$ cat src/hw/status_word_defs.vh
// constants for the serial status word reporter
// assumes 8-bit register data and byte addresses
`ifndef STATUS_WORD_DEFS_VH
`define STATUS_WORD_DEFS_VH

// register offsets
`define OFS_CFG_B        8'h01
`define OFS_CFG_C        8'h10
`define OFS_IF_STAT      8'h11
`define OFS_DEV_STAT     8'h14
`define OFS_INSTR_HI     8'h18
`define OFS_INSTR_LO     8'h19

// config B fields
`define CFGB_SHORT       7
// config C fields
`define CFGC_STRICT      5
`define CFGC_SEND        4
`define CFGC_SWRST       0

// reset values
`define CFG_B_RST        8'h00
`define CFG_C_RST        8'h20

// interface status fields
`define IFS_NOT_READY    7
`define IFS_CLK_COUNT    4
`define IFS_CHECKSUM     3
`define IFS_RO_WRITE     2
`define IFS_PARTIAL      1
`define IFS_BAD_ADDR     0
`define IFS_USED_MASK    8'h9F

// device status fields
`define DVS_FIFO_FULL    7
`define DVS_READ_DONE    6
`define DVS_UPPER        5
`define DVS_LOWER        4
`define DVS_ANA_POR      3
`define DVS_CONV_FAULT   2
`define DVS_ROM_FAIL     1
`define DVS_POR          0

// instruction phase lengths in serial clocks
`define LEN_LONG         5'd16
`define LEN_SHORT        5'd8

`endif

$ cat src/hw/status_word_reporter.v
// serial status word reporter with its register port
// assumes SCLK, CS_N, SDI come from another domain; SPI mode 0
//
// What this block does
// - long word 16 bits; bits 15,14 zero; bit 13 fifo full
// - long bit 12 carries fifo readout done flag
// - long bits 11,10 carry upper and lower limit event flags
// - long bit 9 carries conversion fault flag
// - long bit 8 carries rom integrity failure flag
// - long bit 7 carries analog power-up event flag
// - long bit 6 carries power-on-reset flag until cleared
// - bit 5 is not-ready error, transaction before init done
// - bit 4 is clock count error, wrong clock count in frame
// - bit 3 is checksum error, missing or mismatched checksum
// - bit 2 is write to read-only register error
// - bit 1 is partial multibyte access error, strict mode only
// - bit 0 is invalid address error
// - short word 8 bits with bit 7 zero
// - short bit 6 carries power-on-reset flag
// - short bits 5..0 equal long bits 5..0
// - word shifted out on serial output during instruction phase
// - sending off after reset until enable bit set
// - msb first; length follows instruction length selection
`include "status_word_defs.vh"

module status_word_reporter (
  input  wire       CLK_SYS,
  input  wire       RESET_N,
  // register port
  input  wire [7:0] ADDR,
  input  wire [7:0] WDATA,
  input  wire       WR,
  input  wire       RD,
  output reg  [7:0] RDATA,
  // serial pins
  input  wire       SCLK,
  input  wire       CS_N,
  input  wire       SDI,
  output reg        SDO,
  output reg        SDO_OE,
  // device flags, levels on CLK_SYS
  input  wire       FIFO_FULL,
  input  wire       FIFO_READ_DONE,
  input  wire       UPPER_LIMIT_EVENT,
  input  wire       LOWER_LIMIT_EVENT,
  input  wire       CONVERSION_FAULT,
  input  wire       ROM_INTEGRITY_FAIL,
  // one-cycle event pulses on CLK_SYS
  input  wire       ANALOG_POWERUP_EVT,
  input  wire       CHECKSUM_FAULT_EVT,
  input  wire       READONLY_WRITE_FAULT_EVT,
  input  wire       PARTIAL_ACCESS_EVT,
  input  wire       BAD_ADDRESS_EVT,
  // digital initialization finished, level
  input  wire       INIT_DONE,
  // pulse when software reset requested
  output reg        SOFT_RESET,
  output wire       STRICT_ACCESS
);

  // synchronisers
  reg [2:0]  sclk_s_r;
  reg [2:0]  cs_s_r;
  reg [1:0]  sdi_s_r;

  // registers
  reg [7:0]  cfg_b_r;
  reg [7:0]  cfg_c_r;
  reg [7:0]  if_stat_r;
  reg [7:0]  if_stat_nxt;
  reg        por_r;
  reg        ana_por_r;
  reg        por_nxt;
  reg        ana_por_nxt;

  // serial state
  reg [15:0] shift_r;
  reg [15:0] instr_r;
  reg [15:0] instr_hold_r;
  reg [4:0]  len_r;
  reg [5:0]  bit_cnt_r;
  reg        sending_r;
  reg        in_frame_r;

  wire       sclk_rise;
  wire       sclk_fall;
  wire       cs_fall;
  wire       cs_rise;
  wire       sdi_in;
  wire       clk_cnt_bad;
  wire       not_ready_hit;
  wire [7:0] dev_stat;
  wire [7:0] clr_mask;
  wire       wr_if_stat;
  wire       wr_dev_stat;
  wire [15:0] word_long;
  wire [7:0]  word_short;

  // live plus sticky device status
  assign dev_stat = {FIFO_FULL, FIFO_READ_DONE,
                     UPPER_LIMIT_EVENT, LOWER_LIMIT_EVENT,
                     ana_por_r, CONVERSION_FAULT,
                     ROM_INTEGRITY_FAIL, por_r};

  assign STRICT_ACCESS = cfg_c_r[`CFGC_STRICT];

  // ---------------------------------------------------------------
  // pin synchronisers; edges use stages 2 and 3 only
  always @(posedge CLK_SYS) begin
    if (!RESET_N) begin
      sclk_s_r <= 3'h0;
      cs_s_r   <= 3'h7;
      sdi_s_r  <= 2'h0;
    end else begin
      sclk_s_r <= {sclk_s_r[1:0], SCLK};
      cs_s_r   <= {cs_s_r[1:0], CS_N};
      sdi_s_r  <= {sdi_s_r[0], SDI};
    end
  end

  assign sclk_rise = sclk_s_r[1] & ~sclk_s_r[2];
  assign sclk_fall = ~sclk_s_r[1] & sclk_s_r[2];
  assign cs_fall   = ~cs_s_r[1] & cs_s_r[2];
  assign cs_rise   = cs_s_r[1] & ~cs_s_r[2];
  assign sdi_in    = sdi_s_r[1];

  // ---------------------------------------------------------------
  // status word assembly
  // long word top bits
  assign word_long = {2'b00,
                      dev_stat[`DVS_FIFO_FULL],
                      dev_stat[`DVS_READ_DONE],
                      dev_stat[`DVS_UPPER],
                      dev_stat[`DVS_LOWER],
                      dev_stat[`DVS_CONV_FAULT],
                      dev_stat[`DVS_ROM_FAIL],
                      dev_stat[`DVS_ANA_POR],
                      dev_stat[`DVS_POR],
                      low_flags(if_stat_r)};

  assign word_short = {1'b0, dev_stat[`DVS_POR],
                       low_flags(if_stat_r)};

  // packs interface status into the six-bit error field
  function [5:0] low_flags;
    input [7:0] st;
    begin
      low_flags = {st[`IFS_NOT_READY], st[`IFS_CLK_COUNT],
                   st[`IFS_CHECKSUM], st[`IFS_RO_WRITE],
                   st[`IFS_PARTIAL], st[`IFS_BAD_ADDR]};
    end
  endfunction

  // ---------------------------------------------------------------
  // serial frame engine
  always @(posedge CLK_SYS) begin
    if (!RESET_N) begin
      shift_r      <= 16'h0000;
      instr_r      <= 16'h0000;
      instr_hold_r <= 16'h0000;
      len_r        <= `LEN_LONG;
      bit_cnt_r    <= 6'h00;
      sending_r    <= 1'b0;
      in_frame_r   <= 1'b0;
      SDO          <= 1'b0;
      SDO_OE       <= 1'b0;
    end else if (cs_fall) begin
      // new frame: reload counters, capture the word
      in_frame_r <= 1'b1;
      bit_cnt_r  <= 6'h00;
      instr_r    <= 16'h0000;
      if (cfg_b_r[`CFGB_SHORT]) begin
        len_r   <= `LEN_SHORT;
        shift_r <= {word_short, 8'h00};
      end else begin
        len_r   <= `LEN_LONG;
        shift_r <= word_long;
      end
      sending_r <= cfg_c_r[`CFGC_SEND];
      SDO_OE    <= cfg_c_r[`CFGC_SEND];
      SDO       <= cfg_b_r[`CFGB_SHORT] ? word_short[7]
                                         : word_long[15];
    end else if (cs_rise) begin
      // frame end always releases the line
      in_frame_r <= 1'b0;
      sending_r  <= 1'b0;
      SDO_OE     <= 1'b0;
      SDO        <= 1'b0;
    end else if (in_frame_r) begin
      if (sclk_rise) begin
        // count saturates so a runaway frame cannot wrap
        if (bit_cnt_r != 6'h3F)
          bit_cnt_r <= bit_cnt_r + 6'h01;
        if (bit_cnt_r < {1'b0, len_r}) begin
          // instruction enters msb first
          instr_r <= {instr_r[14:0], sdi_in};
        end
        if (bit_cnt_r + 6'h01 == {1'b0, len_r}) begin
          // keep the finished instruction for readback
          instr_hold_r <= (len_r == `LEN_SHORT) ?
                          {8'h00, instr_r[6:0], sdi_in} :
                          {instr_r[14:0], sdi_in};
        end
      end
      if (sclk_fall && sending_r) begin
        // next bit after each falling edge
        if (bit_cnt_r < {1'b0, len_r}) begin
          shift_r <= {shift_r[14:0], 1'b0};
          SDO     <= shift_r[14];
        end else begin
          // instruction phase over, release line
          sending_r <= 1'b0;
          SDO_OE    <= 1'b0;
          SDO       <= 1'b0;
        end
      end
    end
  end

  // judged at frame end, so cut frames count too
  // frame must be a whole number of bytes
  assign clk_cnt_bad = cs_rise & in_frame_r &
                       ((bit_cnt_r[2:0] != 3'h0) ||
                        (bit_cnt_r < {1'b0, len_r}));

  assign not_ready_hit = cs_fall & ~INIT_DONE;

  // ---------------------------------------------------------------
  // register port decode
  assign wr_if_stat  = WR && (ADDR == `OFS_IF_STAT);
  assign wr_dev_stat = WR && (ADDR == `OFS_DEV_STAT);
  assign clr_mask    = wr_if_stat ? (WDATA & `IFS_USED_MASK)
                                  : 8'h00;

  // sticky flags; a set in the clearing cycle wins
  always @* begin
    if_stat_nxt = if_stat_r & ~clr_mask;
    if (not_ready_hit)
      if_stat_nxt[`IFS_NOT_READY] = 1'b1;
    if (clk_cnt_bad)
      if_stat_nxt[`IFS_CLK_COUNT] = 1'b1;
    if (CHECKSUM_FAULT_EVT)
      if_stat_nxt[`IFS_CHECKSUM] = 1'b1;
    if (READONLY_WRITE_FAULT_EVT)
      if_stat_nxt[`IFS_RO_WRITE] = 1'b1;
    if (PARTIAL_ACCESS_EVT && cfg_c_r[`CFGC_STRICT])
      if_stat_nxt[`IFS_PARTIAL] = 1'b1;
    if (BAD_ADDRESS_EVT)
      if_stat_nxt[`IFS_BAD_ADDR] = 1'b1;
  end

  // power-on flags: write 1 clears, events set
  always @* begin
    por_nxt     = por_r;
    ana_por_nxt = ana_por_r;
    if (wr_dev_stat && WDATA[`DVS_POR])
      por_nxt = 1'b0;
    if (wr_dev_stat && WDATA[`DVS_ANA_POR])
      ana_por_nxt = 1'b0;
    if (SOFT_RESET)
      por_nxt = 1'b1;
    if (ANALOG_POWERUP_EVT || SOFT_RESET)
      ana_por_nxt = 1'b1;
  end

  always @(posedge CLK_SYS) begin
    if (!RESET_N) begin
      cfg_b_r    <= `CFG_B_RST;
      cfg_c_r    <= `CFG_C_RST;
      if_stat_r  <= 8'h00;
      por_r      <= 1'b1;
      ana_por_r  <= 1'b1;
      SOFT_RESET <= 1'b0;
    end else begin
      if_stat_r  <= if_stat_nxt;
      por_r      <= por_nxt;
      ana_por_r  <= ana_por_nxt;
      SOFT_RESET <= 1'b0;
      // only the short instruction bit is kept
      if (WR && ADDR == `OFS_CFG_B)
        cfg_b_r <= WDATA & 8'h80;
      if (WR && ADDR == `OFS_CFG_C) begin
        if (WDATA[`CFGC_SWRST]) begin
          cfg_c_r    <= `CFG_C_RST;
          cfg_b_r    <= `CFG_B_RST;
          SOFT_RESET <= 1'b1;
        end else begin
          // strict and send bits only
          cfg_c_r <= WDATA & 8'h30;
        end
      end
    end
  end

  // ---------------------------------------------------------------
  // read data, one cycle after the strobe
  always @(posedge CLK_SYS) begin
    if (!RESET_N) begin
      RDATA <= 8'h00;
    end else if (RD) begin
      case (ADDR)
        `OFS_CFG_B:    RDATA <= cfg_b_r;
        `OFS_CFG_C:    RDATA <= cfg_c_r;
        `OFS_IF_STAT:  RDATA <= if_stat_r;
        `OFS_DEV_STAT: RDATA <= dev_stat;
        `OFS_INSTR_HI: RDATA <= instr_hold_r[15:8];
        `OFS_INSTR_LO: RDATA <= instr_hold_r[7:0];
        default:       RDATA <= 8'h00;
      endcase
    end else begin
      // zero outside the answer cycle
      RDATA <= 8'h00;
    end
  end

endmodule // status_word_reporter

$ cat config.mk
export PLATFORM = sky130hd
export DESIGN_NAME = status_word_reporter
export DESIGN_NICKNAME = d
export VERILOG_FILES = /design/src/hw/status_word_reporter.v
export VERILOG_INCLUDE_DIRS = /design/src /design/src/hw
export SDC_FILE = /design/constraint.sdc
export NUM_CORES = 1
export LEC_CHECK = 0
export BUFFER_PORTS_ARGS = -buffer_cell sky130_fd_sc_hd__buf_2
export CAP_MARGIN = 20
export CORE_MARGIN = 1.5
export CORE_UTILIZATION = 50
export CTS_BUF_LIST = sky130_fd_sc_hd__clkbuf_4 sky130_fd_sc_hd__clkbuf_8
export CTS_CLUSTER_DIAMETER = 30
export DETAILED_ROUTE_END_ITERATION = 12
export PLACE_DENSITY = 0.7
export REMOVE_ABC_BUFFERS = 1
export SETUP_SLACK_MARGIN = 0.15
export SLEW_MARGIN = 10
export SYNTH_ARGS = -nofsm -noshare
export SYNTH_HDL_FRONTEND = slang
export SYNTH_SLANG_ARGS = --single-unit
export TNS_END_PERCENT = 10
$ cat constraint.sdc
create_clock -name CLK_SYS -period 6.29 [get_ports CLK_SYS]
set_clock_uncertainty 0.1 [all_clocks]
set_input_delay 1.258 -clock CLK_SYS [delete_from_list [all_inputs] [get_ports CLK_SYS]]
set_output_delay 1.258 -clock CLK_SYS [all_outputs]
set_load 0.1 [all_outputs]
==> results by group <==
Layout
  • Final-layout fill cell count: 733
  • Final net count: 531
  • Area Growth Syn to Fin: 10.8%
  • Share of layout cells above drive strength 1: 0.158
  • Final instance area: 0.00453 sq mm
  • Reg area: 0.00184 sq mm
  • Area of the multi-input gates: 0.00205 sq mm
  • Diodes inserted: 0

Run status
  • Outcome: finished, final reports clean

Yosys
  • YS warnings: 0
  • Post-Syn Area: 0.00408 sq mm
  • Cells after Synth: 459
  • Post-synthesis sequential area ratio: 0.451
  • Top cell type's share of synthesized area: 0.451
  • Post-synth EDFFs: 0
  • Netlist cell types: 51
  • Syn_area_per_cell: 8.90 sq um
  • Synth top area cells: dfxtp_1, mux2i_1, nand2_1
  • Leading area contributor after synthesis: dfxtp_1
  • Post-synthesis async set-or-reset flop share: 0
  • Most common flop cell mapped by yosys: dfxtp_1
  • Yosys reg bits: 92

Global routing
  • Number of global-route vias before repair: 3037
  • Grt ovf: 0
  • All-layer global routing usage: 0.217
  • Largest net degree at the start of global routing: 40
  • Initial antenna violation count: 0
  • First-pass GRT wire length: 14600 um

Power and ir drop
  • Net Sw Frac: 0.229
  • Pwr dens: 247 mW/mm^2
  • Clock network fraction of total power: 0.408
  • Peak supply drop: 0.000123 V
  • Comb power frac: 0.059
  • Register share of total power: 0.534
  • P_int: 861 uW
  • Total power: 1120 uW
  • P_leak: 0.00163 uW
  • Sw power: 256 uW

Timing
  • Min Tclk post-route: 2.68 ns
  • Worst Tran Pin Value: 0.930 ns
  • RSZ-0062 raised after global routing: no
  • Max_slew headroom: 0.376
  • Final period util: 0.427
  • FMAX: 372 MHz
  • Setup TNS: 0 ns
  • Slew Limit Fails: 0
  • Setup violators final: 0
  • Final hold violation count: 0

Setup path
  • Crit start category: input pin
  • Critical Path RT: 6.45 ns
  • WS Path Type: input pin to register
  • CP Max Fanout: 7
  • Crit path arrival time: 2.84 ns
  • Crit path capture type: register

CTS
  • Clock buffer count from CTS: 9
  • Post-CTS Setup Inserts: 0
  • Worst skew pair latency: 0.37 ns
  • CTS-repair resized insts: 0
  • Clock Path Buffers: 2
  • CTS tree: done
  • Reg clk slew, reported paths: 0.09 ns
  • Cts hold-fix bufs: 0
  • H-tree depth: 3
  • Clock Sink Count: 92
  • Clock tree root buffer cell: clkbuf_8

Floorplan
  • Initial Util: 0.523
  • Die width: 93.4 um
  • Num rows: 32
  • I/O Pins: 47
  • Die Span Y: 93.4 um
  • Die footprint: 0.00872 sq mm
  • Core outline area: 0.00781 sq mm

Routing
  • Final ANT Viol Nets: 0
  • WL final: 8900 um
  • Routed WL per cell: 14.9 um
  • Initial DRT Pass Iterations: 7
  • Via count: 3188
  • Via-per-instance ratio: 5.34
  • First DRT Iteration DRCs: 111
  • # DRC: 0

Placed design
  • Port bufs: 45
  • GPL Wtd Cong: 0.851
  • Dpl cell area: 0.00429 sq mm
  • Post-DP HPWL: 6180 um

Run
  • Max-cap violations: 0

Hold path
  • HP Class: register to register
## per-layer routing
metal | vias to the layer above | global-route usage | wire length, um
li1 | 1633 | - | -
met1 | 1473 | 0.287 | 4190
met2 | 65 | 0.341 | 4110
met3 | 17 | 0.0480 | 398
met4 | 0 | 0.0909 | 210
met5 | - | 0 | 0
## Yosys cell counts, types with 3 or more instances
library cell  number
nand2b_1           5
a22oi_1           10
inv_1             10
a2bb2oi_1          6
nand3_1            4
nor3_1             4
a31oi_1            5
a211oi_1           9
nor2_1            44
mux2i_1           38
and2_1            15
buf_6              3
ha_1               6
buf_2              4
nand2_1           92
o21ai_0            4
dfxtp_1           92
clkbuf_1          15
a21oi_1           36
and3_1             3
xnor2_1            5
nor2b_1            4
xor2_1             4
## worst max-delay path: stages
cell and delay [ns]:
buf_2 0.10, or4_4 0.60, nor4_4 0.51, nand2_1 0.14
a21oi_1 0.17, nor2_1 0.05
## flip-flops by register name (all words and copies together), names as in the netlist, 2 cells and up
signal / cells
shift_r: 15
sdi_s_r: 2
cfg_b_r: 8
cfg_c_r: 2
RDATA: 8
if_stat_r: 6
bit_cnt_r: 6
sclk_s_r: 3
instr_hold_r: 16
cs_s_r: 3
len_r: 2
instr_r: 15
## path summary, 6_finish.rpt
kind / startpoint / to / slack (ns) / cells after the start
worst max-delay path: ADDR[5] / if_stat_r[0] / 3.61 / 6
worst max register to register: cs_s_r[1] / shift_r[13] / 3.77 / 6
worst min-delay path: cs_s_r[0] / cs_s_r[1] / 0.31 / 1
worst min register to register: cs_s_r[0] / cs_s_r[1] / 0.31 / 1
## stage by stage
step	setup WS, ns	utilization	hold WS, ns	std cells
2_1_floorplan	3.44	-	0.286	433
3_3_place_gp	3.23	0.550	0.295	581
3_5_place_dp	3.22	0.550	0.292	581
4_1_cts	3.62	0.580	0.313	597
5_1_grt	3.47	0.580	0.329	597
6_report	3.61	0.580	0.313	597
## placed cells by master (no fill, tap or decap), types with 6 or more instances in the layout
cell type / instances
and2_1: 15
a22oi_1: 10
clkbuf_8: 11
nand2_1: 92
dfxtp_1: 92
ha_1: 6
inv_1: 10
buf_2: 45
nor2_1: 44
a211oi_1: 9
a21oi_1: 36
mux2i_1: 38
a2bb2oi_1: 6
## final cells by class
class,count,area share
repair buffers,46,0.0514
clock inverters,5,0.0185
multi-input cells,331,0.453
inverters,10,0.00829
clock buffers,11,0.0334
well taps,102,0.0282
flip-flops and latches,92,0.407
## logic make-up (layout without fill, tap and decap cells)
kind of cell / Yosys count / after routing / share of synthesized area
adder cells (fa/ha/maj): 6 / 6 / 0.0184
buffers and inverters: 36 / 72 / 0.0466
flip-flops: 92 / 92 / 0.451
multiplexers: 40 / 40 / 0.0987
AND/OR/NAND/NOR: 194 / 194 / 0.233
XOR/XNOR: 9 / 9 / 0.0193
AO/OA/AOI/OAI: 82 / 82 / 0.133
## power groups by stage
stage                     logic [uW]  clock network [uW]  registers [uW]
after detailed placement        65.3                   0             610
after global routing            72.3                 492             597
final                           65.8                 455             596
after global placement          64.1                   0             610
after floorplan                 36.7                   0             607
after CTS                       65.9                 465             596
Power figures use the tool's default switching activity.
